### src/rtl/flash_ctrl_pkg.sv
// Constants, enumerations and carrier structs of the flash sequencer
package flash_ctrl_pkg;

	// ==========================================================
	// Clock and timing
	localparam int CLK_MHZ = 250;
	localparam logic [7:0] USEC_RELOAD_RST = 8'(CLK_MHZ - 1);
	localparam int US_CNT_W = 18;

	// ==========================================================
	// Control word layout
	localparam logic [15:0] CTRL_KEY = 16'ha442;
	localparam int CTRL_WRITE = 0;
	localparam int CTRL_ERASE = 1;
	localparam int CTRL_MASS = 2;
	localparam int CTRL_COMMIT = 3;
	localparam int MASK_ACCESS = 0;

	// ==========================================================
	// Array geometry (256 KB, 1 KB pages, 2 KB protection blocks)
	localparam int BYTE_ADDR_W = 18;
	localparam int WORD_ADDR_W = 16;
	localparam int PAGE_W = 8;
	localparam int BLOCK_W = 7;
	localparam int PAGE_LSB = 10;
	localparam int BLOCK_LSB = 11;
	localparam int PROT_REGS = 4;

	// ==========================================================
	// Commit target addresses
	localparam logic [31:0] COMMIT_RDEN0 = 32'h0000_0000;
	localparam logic [31:0] COMMIT_RDEN1 = 32'h0000_0002;
	localparam logic [31:0] COMMIT_RDEN2 = 32'h0000_0004;
	localparam logic [31:0] COMMIT_RDEN3 = 32'h0000_0008;
	localparam logic [31:0] COMMIT_PGEN0 = 32'h0000_0001;
	localparam logic [31:0] COMMIT_PGEN1 = 32'h0000_0003;
	localparam logic [31:0] COMMIT_PGEN2 = 32'h0000_0005;
	localparam logic [31:0] COMMIT_PGEN3 = 32'h0000_0007;
	localparam logic [31:0] COMMIT_USER0 = 32'h8000_0000;
	localparam logic [31:0] COMMIT_USER1 = 32'h8000_0001;
	localparam logic [31:0] COMMIT_DBG = 32'h7510_0000;

	// ==========================================================
	// Reset and factory values
	localparam logic [31:0] PROT_RST = 32'hffff_ffff;
	localparam logic [31:0] USER_RST = 32'hffff_ffff;
	localparam logic [31:0] DBG_RST = 32'hffff_fffe;
	localparam int NOT_WRITTEN_BIT = 31;

	// ==========================================================
	// Enumerations
	typedef enum logic [3:0] {
		SEL_ADDR = 4'h0,
		SEL_DATA = 4'h1,
		SEL_CTRL = 4'h2,
		SEL_USEC = 4'h3,
		SEL_MASK = 4'h4,
		SEL_READEN = 4'h5,
		SEL_PROGEN = 4'h6,
		SEL_USER0 = 4'h7,
		SEL_USER1 = 4'h8
	} reg_sel_t;

	typedef enum logic [2:0] {
		ST_IDLE = 3'h0,
		ST_PROG_RD = 3'h1,
		ST_PROG = 3'h2,
		ST_ERASE = 3'h3,
		ST_MASS = 3'h4,
		ST_COMMIT = 3'h5
	} seq_state_t;

	typedef enum logic [1:0] {
		TGT_RDEN = 2'h0,
		TGT_PGEN = 2'h1,
		TGT_USER = 2'h2,
		TGT_DBG = 2'h3
	} commit_kind_t;

	// ==========================================================
	// Carriers
	typedef struct packed {
		logic en;
		reg_sel_t sel;
		logic [1:0] idx;
		logic [31:0] data;
	} sw_write_t;

	typedef struct packed {
		logic req;
		logic fetch;
		logic [BYTE_ADDR_W-1:0] addr;
	} data_read_t;

	typedef struct packed {
		logic valid;
		logic refused;
		logic [31:0] data;
	} read_answer_t;

	typedef struct packed {
		logic prog;
		logic page_erase;
		logic mass_erase;
		logic [WORD_ADDR_W-1:0] word_addr;
		logic [31:0] wdata;
		logic [PAGE_W-1:0] page;
	} array_cmd_t;

	typedef struct packed {
		logic valid;
		commit_kind_t kind;
		logic [1:0] idx;
	} commit_target_t;

endpackage

### src/rtl/usec_tick.sv
// Microsecond tick generator reloaded from the cycles-per-microsecond value minus one
`timescale 1ns/100ps
`default_nettype none
module usec_tick (
	// Clock and reset
	input wire logic mclk,
	input wire logic rst,
	// Reload value and tick
	input wire logic [7:0] reload,
	output logic tick
);
	typedef struct packed {
		logic [7:0] cnt;
		logic tick;
	} tick_state_t;

	tick_state_t s;
	tick_state_t next_s;

	always_comb begin
		next_s = s;
		next_s.tick = 1'b0;
		if (s.cnt == 8'h00) begin
			next_s.cnt = reload;
			next_s.tick = 1'b1;
		end else begin
			next_s.cnt = s.cnt - 8'h01;
		end
		if (rst) begin
			next_s.cnt = reload;
			next_s.tick = 1'b0;
		end
	end

	always_ff @(posedge mclk) begin
		s <= next_s;
	end

	assign tick = s.tick;
endmodule
`default_nettype wire

### src/rtl/flash_program_protect_ctrl.sv
// Flash program/erase/commit sequencer with per-block protection
// Operation
// - Erase works on 1 KB pages and leaves every bit of the page set.
// - Programming writes one 32-bit word and can only clear bits.
// - Protection works on 2 KB blocks, each with program and read enable bits.
// - Reset loads microsecond count suited to the highest clock rate.
// - Program enable one allows change; zero keeps the block contents fixed.
// - Read enable zero leaves the block reachable by instruction fetch only.
// - Program on, read off allows change and fetch; both on allows everything.
// - Change of a program-protected block is blocked; masked violation interrupt.
// - Data read of a read-protected block is refused and returns zeros.
// - Factory protection bits are all ones, fully open.
// - Protection writes act at once; uncommitted clears undone by power-on reset.
// - Page erase: address, keyed erase; erase bit high until done.
// - Mass erase: keyed mass erase; bit high until whole array erased.
// - Nonvolatile registers sit outside the array, untouched by erases.
// - Keyed commit starts nonvolatile write; commit bit high until done.
// - Debug word commits data register; others commit their own contents.
// - Nonvolatile bits only ever go from one to zero.
// - User and debug words commit once via bit 31; protection repeatedly.
// - Commit target chosen from the address register value.
// - Write and erase bits read one while running, zero when done.
`timescale 1ns/100ps
`default_nettype none
module flash_program_protect_ctrl #(
	parameter int PROGRAM_US = 50,
	parameter int PAGE_ERASE_US = 25000,
	parameter int MASS_ERASE_US = 250000,
	parameter int COMMIT_US = 50
) (
	// Clock and reset
	input wire logic mclk,
	input wire logic rst,
	input wire logic nv_blank,
	// Software register writes and violation clear
	input wire flash_ctrl_pkg::sw_write_t sw_wr,
	input wire logic viol_clear,
	// Software data reads
	input wire flash_ctrl_pkg::data_read_t rd_req,
	output flash_ctrl_pkg::read_answer_t rd_ans,
	// Register contents and status
	output logic [31:0] flash_addr_reg,
	output logic [31:0] flash_data_reg,
	output logic [3:0] flash_ctrl_reg,
	output logic [7:0] usec_reload,
	output logic access_violation_mask,
	output logic [3:0][31:0] block_read_enable,
	output logic [3:0][31:0] block_program_enable,
	output logic [1:0][31:0] user_word,
	output logic [31:0] debug_user_word,
	output logic prog_violation,
	output logic read_violation,
	output logic access_violation_irq,
	// Flash array
	output flash_ctrl_pkg::array_cmd_t arr_cmd,
	output logic [flash_ctrl_pkg::WORD_ADDR_W-1:0] arr_raddr,
	input wire logic [31:0] arr_rdata,
	input wire logic [31:0] arr_cur_data
);
	import flash_ctrl_pkg::*;

	typedef struct packed {
		seq_state_t state;
		logic [US_CNT_W-1:0] us_left;
		commit_target_t tgt;
		logic [31:0] addr;
		logic [31:0] data;
		logic [3:0] ctrl;
		logic [7:0] usec;
		logic mask;
		logic [3:0][31:0] rd_en;
		logic [3:0][31:0] pg_en;
		logic [1:0][31:0] user;
		logic [31:0] dbg;
		logic [3:0][31:0] nv_rd_en;
		logic [3:0][31:0] nv_pg_en;
		logic [1:0][31:0] nv_user;
		logic [31:0] nv_dbg;
		logic pviol;
		logic rviol;
		logic irq;
		logic rd_pend;
		logic rd_block;
		read_answer_t rd;
		array_cmd_t arr;
		logic [WORD_ADDR_W-1:0] raddr;
	} ctl_state_t;

	ctl_state_t s;
	ctl_state_t next_s;
	logic tick;

	// ==========================================================
	// Microsecond timebase
	usec_tick u_tick (
		.mclk(mclk),
		.rst(rst),
		.reload(s.usec),
		.tick(tick)
	);

	// ==========================================================
	// Helpers
	function automatic logic block_bit(input logic [3:0][31:0] r, input logic [BLOCK_W-1:0] blk);
		return r[blk[6:5]][blk[4:0]];
	endfunction

	function automatic commit_target_t decode_target(input logic [31:0] a);
		commit_target_t t;
		t = '{valid: 1'b1, kind: TGT_RDEN, idx: 2'h0};
		if (a == COMMIT_RDEN0) t.idx = 2'h0;
		else if (a == COMMIT_RDEN1) t.idx = 2'h1;
		else if (a == COMMIT_RDEN2) t.idx = 2'h2;
		else if (a == COMMIT_RDEN3) t.idx = 2'h3;
		else if (a == COMMIT_PGEN0) t = '{valid: 1'b1, kind: TGT_PGEN, idx: 2'h0};
		else if (a == COMMIT_PGEN1) t = '{valid: 1'b1, kind: TGT_PGEN, idx: 2'h1};
		else if (a == COMMIT_PGEN2) t = '{valid: 1'b1, kind: TGT_PGEN, idx: 2'h2};
		else if (a == COMMIT_PGEN3) t = '{valid: 1'b1, kind: TGT_PGEN, idx: 2'h3};
		else if (a == COMMIT_USER0) t = '{valid: 1'b1, kind: TGT_USER, idx: 2'h0};
		else if (a == COMMIT_USER1) t = '{valid: 1'b1, kind: TGT_USER, idx: 2'h1};
		else if (a == COMMIT_DBG) t = '{valid: 1'b1, kind: TGT_DBG, idx: 2'h0};
		else t.valid = 1'b0;
		return t;
	endfunction

	logic key_ok;
	logic ctrl_wr;
	logic [BLOCK_W-1:0] addr_blk;
	logic pviol_set;
	logic rviol_set;
	assign key_ok = sw_wr.data[31:16] == CTRL_KEY;
	assign ctrl_wr = sw_wr.en && sw_wr.sel == SEL_CTRL;
	assign addr_blk = s.addr[BYTE_ADDR_W-1:BLOCK_LSB];

	// ==========================================================
	// Next state
	always_comb begin
		next_s = s;
		next_s.rd = '0;
		pviol_set = 1'b0;
		rviol_set = 1'b0;
		// Register writes; working copies cannot raise a committed zero
		if (sw_wr.en) begin
			if (sw_wr.sel == SEL_ADDR) next_s.addr = sw_wr.data;
			else if (sw_wr.sel == SEL_DATA) next_s.data = sw_wr.data;
			else if (sw_wr.sel == SEL_USEC) next_s.usec = sw_wr.data[7:0];
			else if (sw_wr.sel == SEL_MASK) next_s.mask = sw_wr.data[MASK_ACCESS];
			else if (sw_wr.sel == SEL_READEN) next_s.rd_en[sw_wr.idx] = sw_wr.data & s.nv_rd_en[sw_wr.idx];
			else if (sw_wr.sel == SEL_PROGEN) next_s.pg_en[sw_wr.idx] = sw_wr.data & s.nv_pg_en[sw_wr.idx];
			else if (sw_wr.sel == SEL_USER0) next_s.user[0] = sw_wr.data & s.nv_user[0];
			else if (sw_wr.sel == SEL_USER1) next_s.user[1] = sw_wr.data & s.nv_user[1];
		end
		// keyed start only, and only when idle
		if (ctrl_wr && key_ok && s.state == ST_IDLE) begin
			if (sw_wr.data[CTRL_WRITE]) begin
				if (block_bit(s.pg_en, addr_blk)) begin
					next_s.state = ST_PROG_RD;
					next_s.ctrl[CTRL_WRITE] = 1'b1;
					next_s.arr.word_addr = s.addr[BYTE_ADDR_W-1:2];
				end else begin
					pviol_set = 1'b1;
				end
			end else if (sw_wr.data[CTRL_ERASE]) begin
				if (block_bit(s.pg_en, addr_blk)) begin
					next_s.state = ST_ERASE;
					next_s.ctrl[CTRL_ERASE] = 1'b1;
					next_s.arr.page = s.addr[BYTE_ADDR_W-1:PAGE_LSB];
					next_s.arr.page_erase = 1'b1;
					next_s.us_left = US_CNT_W'(PAGE_ERASE_US);
				end else begin
					pviol_set = 1'b1;
				end
			end else if (sw_wr.data[CTRL_MASS]) begin
				// array-only mass erase, every block open
				if (&s.pg_en) begin
					next_s.state = ST_MASS;
					next_s.ctrl[CTRL_MASS] = 1'b1;
					next_s.arr.mass_erase = 1'b1;
					next_s.us_left = US_CNT_W'(MASS_ERASE_US);
				end else begin
					pviol_set = 1'b1;
				end
			end else if (sw_wr.data[CTRL_COMMIT]) begin
				next_s.tgt = decode_target(s.addr);
				if (next_s.tgt.valid) begin
					next_s.state = ST_COMMIT;
					next_s.ctrl[CTRL_COMMIT] = 1'b1;
					next_s.us_left = US_CNT_W'(COMMIT_US);
				end
			end
		end
		case (s.state)
			ST_PROG_RD: begin
				next_s.arr.wdata = arr_cur_data & s.data;
				next_s.arr.prog = 1'b1;
				next_s.us_left = US_CNT_W'(PROGRAM_US);
				next_s.state = ST_PROG;
			end
			ST_PROG, ST_ERASE, ST_MASS, ST_COMMIT: begin
				if (tick) begin
					next_s.us_left = s.us_left - US_CNT_W'(1);
					if (s.us_left <= US_CNT_W'(1)) begin
						next_s.state = ST_IDLE;
						next_s.ctrl = 4'h0;
						next_s.arr.prog = 1'b0;
						next_s.arr.page_erase = 1'b0;
						next_s.arr.mass_erase = 1'b0;
						if (s.state == ST_COMMIT) begin
							if (s.tgt.kind == TGT_RDEN) begin
								next_s.nv_rd_en[s.tgt.idx] = s.nv_rd_en[s.tgt.idx] & s.rd_en[s.tgt.idx];
							end else if (s.tgt.kind == TGT_PGEN) begin
								next_s.nv_pg_en[s.tgt.idx] = s.nv_pg_en[s.tgt.idx] & s.pg_en[s.tgt.idx];
							end else if (s.tgt.kind == TGT_USER) begin
								if (s.nv_user[s.tgt.idx[0]][NOT_WRITTEN_BIT]) begin
									next_s.nv_user[s.tgt.idx[0]] = s.nv_user[s.tgt.idx[0]] & s.user[s.tgt.idx[0]];
									next_s.nv_user[s.tgt.idx[0]][NOT_WRITTEN_BIT] = 1'b0;
									next_s.user[s.tgt.idx[0]] = next_s.nv_user[s.tgt.idx[0]];
								end
							end else if (s.nv_dbg[NOT_WRITTEN_BIT]) begin
								next_s.nv_dbg = s.nv_dbg & s.data;
								next_s.nv_dbg[NOT_WRITTEN_BIT] = 1'b0;
								next_s.dbg = next_s.nv_dbg;
							end
						end
					end
				end
			end
			default: begin
			end
		endcase
		// fetch always allowed; data read needs read enable
		if (s.rd_pend) begin
			next_s.rd.valid = 1'b1;
			next_s.rd.refused = s.rd_block;
			next_s.rd.data = s.rd_block ? 32'h0000_0000 : arr_rdata;
			rviol_set = s.rd_block;
		end
		next_s.rd_pend = rd_req.req;
		// block index from address bits 17:11
		next_s.rd_block = !rd_req.fetch && !block_bit(s.rd_en, rd_req.addr[BYTE_ADDR_W-1:BLOCK_LSB]);
		if (rd_req.req) next_s.raddr = rd_req.addr[BYTE_ADDR_W-1:2];
		// sticky status, set wins over clear
		next_s.pviol = (s.pviol && !viol_clear) || pviol_set;
		next_s.rviol = (s.rviol && !viol_clear) || rviol_set;
		next_s.irq = next_s.pviol && next_s.mask;
		if (rst) begin
			next_s.state = ST_IDLE;
			next_s.us_left = '0;
			next_s.tgt = '0;
			next_s.addr = 32'h0000_0000;
			next_s.data = 32'h0000_0000;
			next_s.ctrl = 4'h0;
			// timing for the top clock rate
			next_s.usec = USEC_RELOAD_RST;
			next_s.mask = 1'b0;
			// power-on reset reverts to committed values
			next_s.rd_en = s.nv_rd_en;
			next_s.pg_en = s.nv_pg_en;
			next_s.user = s.nv_user;
			next_s.dbg = s.nv_dbg;
			next_s.pviol = 1'b0;
			next_s.rviol = 1'b0;
			next_s.irq = 1'b0;
			next_s.rd_pend = 1'b0;
			next_s.rd_block = 1'b0;
			next_s.rd = '0;
			next_s.arr = '0;
			next_s.raddr = '0;
		end
		if (nv_blank) begin
			next_s.nv_rd_en = {PROT_REGS{PROT_RST}};
			next_s.nv_pg_en = {PROT_REGS{PROT_RST}};
			next_s.nv_user = {2{USER_RST}};
			next_s.nv_dbg = DBG_RST;
			next_s.rd_en = {PROT_REGS{PROT_RST}};
			next_s.pg_en = {PROT_REGS{PROT_RST}};
			next_s.user = {2{USER_RST}};
			next_s.dbg = DBG_RST;
		end
	end

	always_ff @(posedge mclk) begin
		s <= next_s;
	end

	// ==========================================================
	// Outputs
	assign rd_ans = s.rd;
	assign flash_addr_reg = s.addr;
	assign flash_data_reg = s.data;
	assign flash_ctrl_reg = s.ctrl;
	assign usec_reload = s.usec;
	assign access_violation_mask = s.mask;
	assign block_read_enable = s.rd_en;
	assign block_program_enable = s.pg_en;
	assign user_word = s.user;
	assign debug_user_word = s.dbg;
	assign prog_violation = s.pviol;
	assign read_violation = s.rviol;
	assign access_violation_irq = s.irq;
	assign arr_cmd = s.arr;
	assign arr_raddr = s.raddr;
endmodule
`default_nettype wire

### config.mk
export PLATFORM = sky130hd
export DESIGN_NAME = flash_program_protect_ctrl
export DESIGN_NICKNAME = d
export VERILOG_FILES = /design/src/rtl/flash_ctrl_pkg.sv /design/src/rtl/usec_tick.sv /design/src/rtl/flash_program_protect_ctrl.sv
export SDC_FILE = /design/constraint.sdc
export NUM_CORES = 2
export LEC_CHECK = 0
export BUFFER_PORTS_ARGS = -buffer_cell sky130_fd_sc_hd__buf_2
export CORE_UTILIZATION = 40
export CTS_CLUSTER_SIZE = 16
export DETAILED_ROUTE_END_ITERATION = 10
export SLEW_MARGIN = 15
export SYNTH_ARGS = -nofsm -noshare
export SYNTH_HDL_FRONTEND = slang
export SYNTH_SLANG_ARGS = --single-unit
### constraint.sdc
create_clock -name mclk -period 3.5 [get_ports mclk]
set_clock_uncertainty 0.15 [all_clocks]
set_input_delay 0.7 -clock mclk [delete_from_list [all_inputs] [get_ports mclk]]
set_output_delay 0.7 -clock mclk [all_outputs]
set_load 0.02 [all_outputs]
---- Yosys cells after proc, flatten, opt, wreduce, memory -nomap -nowiden ----
Index checks and enable logic that the tools add are counted.
word-level totals
  flip-flop bits (word level) ............. 930
  bits of input ports ..................... 127
  output and inout bits ................... 541
  logic and storage cells ................. 320
operators by class
  $add $sub $neg .......................... 2
  magnitude comparators ................... 11
  equality and inequality tests ........... 36
  multiplexer cells ....................... 153
  bitwise operators ....................... 20
  reductions and logical operators ........ 48
operators by type and width
  operator                                                                 count
  448-bit two-way mux                                                      4
  321-bit two-way mux                                                      4
  32-bit two-way mux                                                       25
  32-bit binary-select mux with 2-bit select                               8
  128-bit bitwise mux                                                      4
  128-bit two-way mux                                                      4
  352-bit two-way mux                                                      1
  320-bit two-way mux                                                      1
  64-bit two-way mux                                                       5
  96-bit two-way mux                                                       3
  32-bit bitwise AND                                                       8
  224-bit two-way mux                                                      1
  192-bit two-way mux                                                      1
  64-bit bitwise mux                                                       2
  32-bit demux with 2-bit select                                           2
  128-bit AND reduction                                                    1
  21-bit two-way mux                                                       6
  32-bit by 3-bit equality test with 1-bit output (second input constant)  3
  5-bit two-way mux                                                        13
  64-bit bitwise AND                                                       1
  32-bit demux with 1-bit select                                           2
  32-bit by 2-bit equality test with 1-bit output (second input constant)  2
  32-bit equality test (second input constant)                             2
  64-bit inverter                                                          1
  59 further kinds                                                         166

---- Longest topological paths before layout ----
  word-level depth ........................ 31
  gate-level depth with buffers ........... 12
  gate-level depth less buffers ........... 9

---- Modules after synthesis ----
A second synthesis with hierarchy kept.
unflattened totals
  cell total of the unflattened synthesis .. 5,403
  area total of the unflattened synthesis .. 48,071.1 um2
modules (own cells, without submodules)
  module                      instances  cells an instance  area an instance (um2)
  flash_program_protect_ctrl  1          5,353              47,593.1
  usec_tick                   1          50                 478.0

---- Worst setup path before layout ----
No wires, ideal clock.
  path type ............................... input port to flip-flop
  from .................................... in rd_req[16] (netlist bit)
  to ...................................... reg s[109] (netlist bit)
  library setup time ...................... 0.114 ns
  arrival time ............................ 3.409 ns
  path slack .............................. -0.174 ns
  cell stages on the path ................. 7
  buffers on the path ..................... 2
  cells stage by stage .................... clkbuf_1 -> buf_1 -> mux4_2 -> mux4_2 -> mux4_2 -> nor2b_1 -> a2111oi_0
between the ends
  longest elaborated chain between the ends .. 6
RTL lines
  element                                     RTL line                           text
  start: declaration                          flash_program_protect_ctrl.sv:39   input wire flash_ctrl_pkg::data_read_t rd_req,
  32-bit binary-select mux with 2-bit select  flash_program_protect_ctrl.sv:105  return r[blk[6:5]][blk[4:0]];
  32-bit two-way mux (implied by the code)    flash_program_protect_ctrl.sv:105
  1-bit binary-select mux with 5-bit select   flash_program_protect_ctrl.sv:105
  1-bit two-way mux (implied by the code)     flash_program_protect_ctrl.sv:105
  1-bit zero test                             flash_program_protect_ctrl.sv:240  next_s.rd_block = !rd_req.fetch && !block_bit(s.rd_en, rd_req.addr[BYTE_ADDR_W-1:BLOCK_LSB]);
  1-bit logical AND                           flash_program_protect_ctrl.sv:240
  end signal: assignment                      flash_program_protect_ctrl.sv:283  s <= next_s;
  end: declaration                            flash_program_protect_ctrl.sv:89   ctl_state_t s;
Every way passes these cells. The select of a mux whose other input is x is not followed.
A chain may end at the register's enable or synchronous reset.

---- Worst setup path after layout ----
  from .................................... reg s[914] (netlist bit)
  to ...................................... reg s, in the netlist user_word[26]
between the ends
  longest elaborated chain between the ends .. 5
RTL lines
  element                                          RTL line                           text
  18-bit by 1-bit <= comparator with 1-bit output  flash_program_protect_ctrl.sv:202  if (s.us_left <= US_CNT_W'(1)) begin
  448-bit two-way mux                              flash_program_protect_ctrl.sv:202
  448-bit two-way mux                              flash_program_protect_ctrl.sv:200  if (tick) begin
  448-bit two-way mux                              flash_program_protect_ctrl.sv:192  case (s.state)
  352-bit two-way mux                              flash_program_protect_ctrl.sv:246  if (rst) begin
Every way passes these cells. The select of a mux whose other input is x is not followed.

==> impl_metrics.yaml <==
run_status:
  result_of_the_run: "completed"
pwr:
  leakage_nw: 21.8
  netSwitchingPower_mw: 7.41
  comb_power_share_pct: 12.6
  power.share.clock_pct: 44.0
  power_frac_seq_pct: 43.4
  power_density_nw_per_um2: 502
  p_int_mw: 19.0
  vdd_ir_drop_max_mv: 0.353
  sw_frac_of_total_pct: 28.1
layout:
  top_register: "s"
  finalCoreUtilization_pct: 45.2
  drive_gt1_share_pct: 22.6
  largest_register_ffs: 379
  synthToLayoutAreaGrowth_pct: 11.9
  final_area_um2: 52500
  nets: 5453
synth:
  yosys_warnings: 0
  register_bit_total_from_synthesis: 929
  edff_count_synth: 0
  synthesis.area_um2: 46900
  synthArstFlopShare_pct: 0
  post_synth.cell_area_avg_um2: 8.83
  yosysUniqueCellTypes: 71
  sequential_cell_area_fraction_in_the_yosys_report_pct: 39.6
  synth_fp_nets: 5451
  most_used_flip_flop_cell_after_synthesis: "sky130_fd_sc_hd__dfxtp_1"
  postSynthCellCount: 5317
global_route:
  grt.total_usage_pct: 29.7
  grt_pass1_wl_um: 262000
  overflow: 0
  antenna_found_initial: 27
  largest_net_degree_at_the_start_of_global_routing: 120
  first_global_vias: 37059
worst_hold_path:
  hold_path.startpoint: "arr_rdata[6]"
  hold-path-cell-count: 2
  hold_path_end: "rd_ans[6]$_SDFF_PP0_"
  timing.hold.worst.class: "primary input to register"
critical_path:
  timing.setup.critical_path_class: "register to register"
  crit_path_end_kind: "register"
  cp-start-kind: "register"
  reg2reg_to: "user_word[26]$_SDFF_PP1_"
  cp.arrival_ns: 3.84
  r2r-start: "s[914]$_SDFF_PP0_"
  r2r_slack_ns: 0.1
  cp_max_fo: 34
  r2r.worst_path.cells: 8
  crit_path_start: "s[914]$_SDFF_PP0_"
  worst_ep_required_time_ns: 3.94
placed_design:
  gp_routability_congestion: 0.941
  post-place-ws_ns: 0.106
  buffer_ports.inserted: 665
  postPlaceCellArea_um2: 48800
  hpwl_um: 122000
floorplanning:
  core_um2: 116000
  ios: 668
  start_util_pct: 40.4
  die-area_um2: 119000
  die_x_um: 345
  die_y_um: 345
  fp-row-count: 125
sta:
  final.min_clock_period_ns: 3.40
  worstMarginPinSlew_ns: 1.14
  slew_headroom_pct: 23.8
  finalHoldViolCount: 0
  rsz0062_at_grt: "false"
  total_negative_slack_ns: 0
  period_share_pct: 97.2
  layout_setup_ws_ns: 0.0988
  final-max-slew-violation-count: 0
  setup-violations-final: 0
  achievable-frequency_ghz: 0.294
  fin_hold_ws_ns: 0.0571
detailed_routing:
  drtIter0Drc: 4433
  detail-route-antenna-nets: 0
  detail_route.vias_per_cell: 6.03
  drt_pre_antenna_iters: 9
  detailroute.via_count: 41937
  postRouteWirelength_um: 185000
  wire_per_inst_um: 26.6
  drcViolationCount: 0
clocking:
  post_cts.resized_instances: 0
  clock-sinks: 929
  clock_insertion_delay_at_the_later_pin_of_the_skew_report_ns: 0.72
  hold_buffers: 0
  cts_root_buffer: "sky130_fd_sc_hd__clkbuf_16"
  cts_tree: "built"
  cts-htree-levels: 3
  clk_pin_slew_ns: 0.06
  number_of_buffers_created_by_cts: 107
  max-clock-path-buffers: 3
flow_run:
  cap_viol_max_count: 0
[Yosys cell counts, drive strengths merged, types with 7 or more instances]
cell	count	area (um2)
o211ai	71	538
clkbuf	399	1500
nor3	24	120
nor2	608	2280
a221o	70	701
mux2i	81	811
nor4	24	165
or3	9	56.3
a22oi	263	1970
o21ai	267	1340
nand2	420	1580
ha	7	87.6
a211o	550	4820
nand4	43	269
nand3	204	1020
and2	69	432
nor2b	25	156
dfxtp	929	18600
nand2b	109	682
a31oi	7	43.8
and3	54	338
inv	21	78.8
or4	7	52.6
a21oi	163	820
nor3b	8	60.1
buf	581	4220
mux4	122	2750
a21o	97	728
[power groups by stage]
stage                     sequential (mW)  combinational, mW  clock, mW
after floorplan                      11.4               2.38          0
after global placement               11.7               3.28          0
after detailed placement             11.7               3.30          0
after CTS                            11.4               3.32       11.8
after global routing                 11.5               3.53       12.2
final                                11.4               3.33       11.6
[placed cells by master, fill, tap and decap left out, types with 68 or more instances in the layout]
cell,count
sky130_fd_sc_hd__a22oi_1,263
sky130_fd_sc_hd__buf_2,661
sky130_fd_sc_hd__clkbuf_16,110
sky130_fd_sc_hd__dfxtp_1,926
sky130_fd_sc_hd__a211o_1,550
sky130_fd_sc_hd__o211ai_1,70
sky130_fd_sc_hd__nand2b_1,109
sky130_fd_sc_hd__mux2i_1,81
sky130_fd_sc_hd__and2_1,68
sky130_fd_sc_hd__nand3_1,202
sky130_fd_sc_hd__mux4_2,122
sky130_fd_sc_hd__o21ai_0,266
sky130_fd_sc_hd__nand2_1,418
sky130_fd_sc_hd__a221o_1,70
sky130_fd_sc_hd__a21oi_1,162
sky130_fd_sc_hd__buf_4,154
sky130_fd_sc_hd__a21o_1,89
sky130_fd_sc_hd__nor2_1,604
[logic make-up after synthesis]
| family | after synthesis | synth area share (%) |
|---|---|---|
| flip-flops | 929 | 39.6 |
| AO/OA/AOI/OAI | 1531 | 24.1 |
| AND/OR/NAND/NOR | 1632 | 15.9 |
| buffers and inverters | 1001 | 12.3 |
| adder cells (fa/ha/maj) | 7 | 0.187 |
| XOR/XNOR | 11 | 0.205 |
| multiplexers | 206 | 7.65 |
[per-layer routing]
metal  GRT usage, %  wire length, um
met1           37.5            72200
met2           46.7            84700
met3           6.96            18400
met4           16.2             9470
met5              0               77
[through the flow]
step / instances / total power, mW
3_3_place_gp: 6733 / 14.9
6_report: 6949 / 26.4
4_1_cts: 6928 / 26.5
3_5_place_dp: 6733 / 15.0
5_1_grt: 6940 / 27.2
2_1_floorplan: 5317 / 13.8
[what timing repair did]
action	4_1_cts	5_1_grt
setup buffers	0	1
endpoints found under the hold margin	0	0
setup endpoints to repair	0	1
[area by class of cell]
class,instances,area [um2]
fillers,11285,63700
multi-input cells,3387,22600
flip-flops and latches,929,18600
repair buffers,873,5620
clock buffers,152,3150
well taps,1524,1910
clock inverters,43,468
inverters,21,78.8
diodes,20,50.0
[critical path, stage by stage (launching register included)]
cell                       delay [ns]
sky130_fd_sc_hd__dfxtp_1         0.36
sky130_fd_sc_hd__or4_1           0.57
sky130_fd_sc_hd__or2_4           0.28
sky130_fd_sc_hd__nor4_4          0.24
sky130_fd_sc_hd__nand3b_2        0.23
sky130_fd_sc_hd__or3b_4          0.60
sky130_fd_sc_hd__and3_1          0.24
sky130_fd_sc_hd__a211o_1         0.26
sky130_fd_sc_hd__a221o_1         0.33
[worst max-delay path by stage]
stage | cells after the start | slack [ns] | to
5_1_grt | 8 | 0.004 | user_word[0]$_SDFF_PP1_
4_1_cts | 8 | 0.1 | user_word[26]$_SDFF_PP1_
2_1_floorplan | 7 | 0.09 | s[109]$_SDFF_PP0_
6_report | 8 | 0.1 | user_word[26]$_SDFF_PP1_
3_3_place_gp | 7 | 0.12 | s[109]$_SDFF_PP0_
3_5_place_dp | 7 | 0.11 | s[919]$_SDFF_PP0_
(Power assumes the default switching activity.)
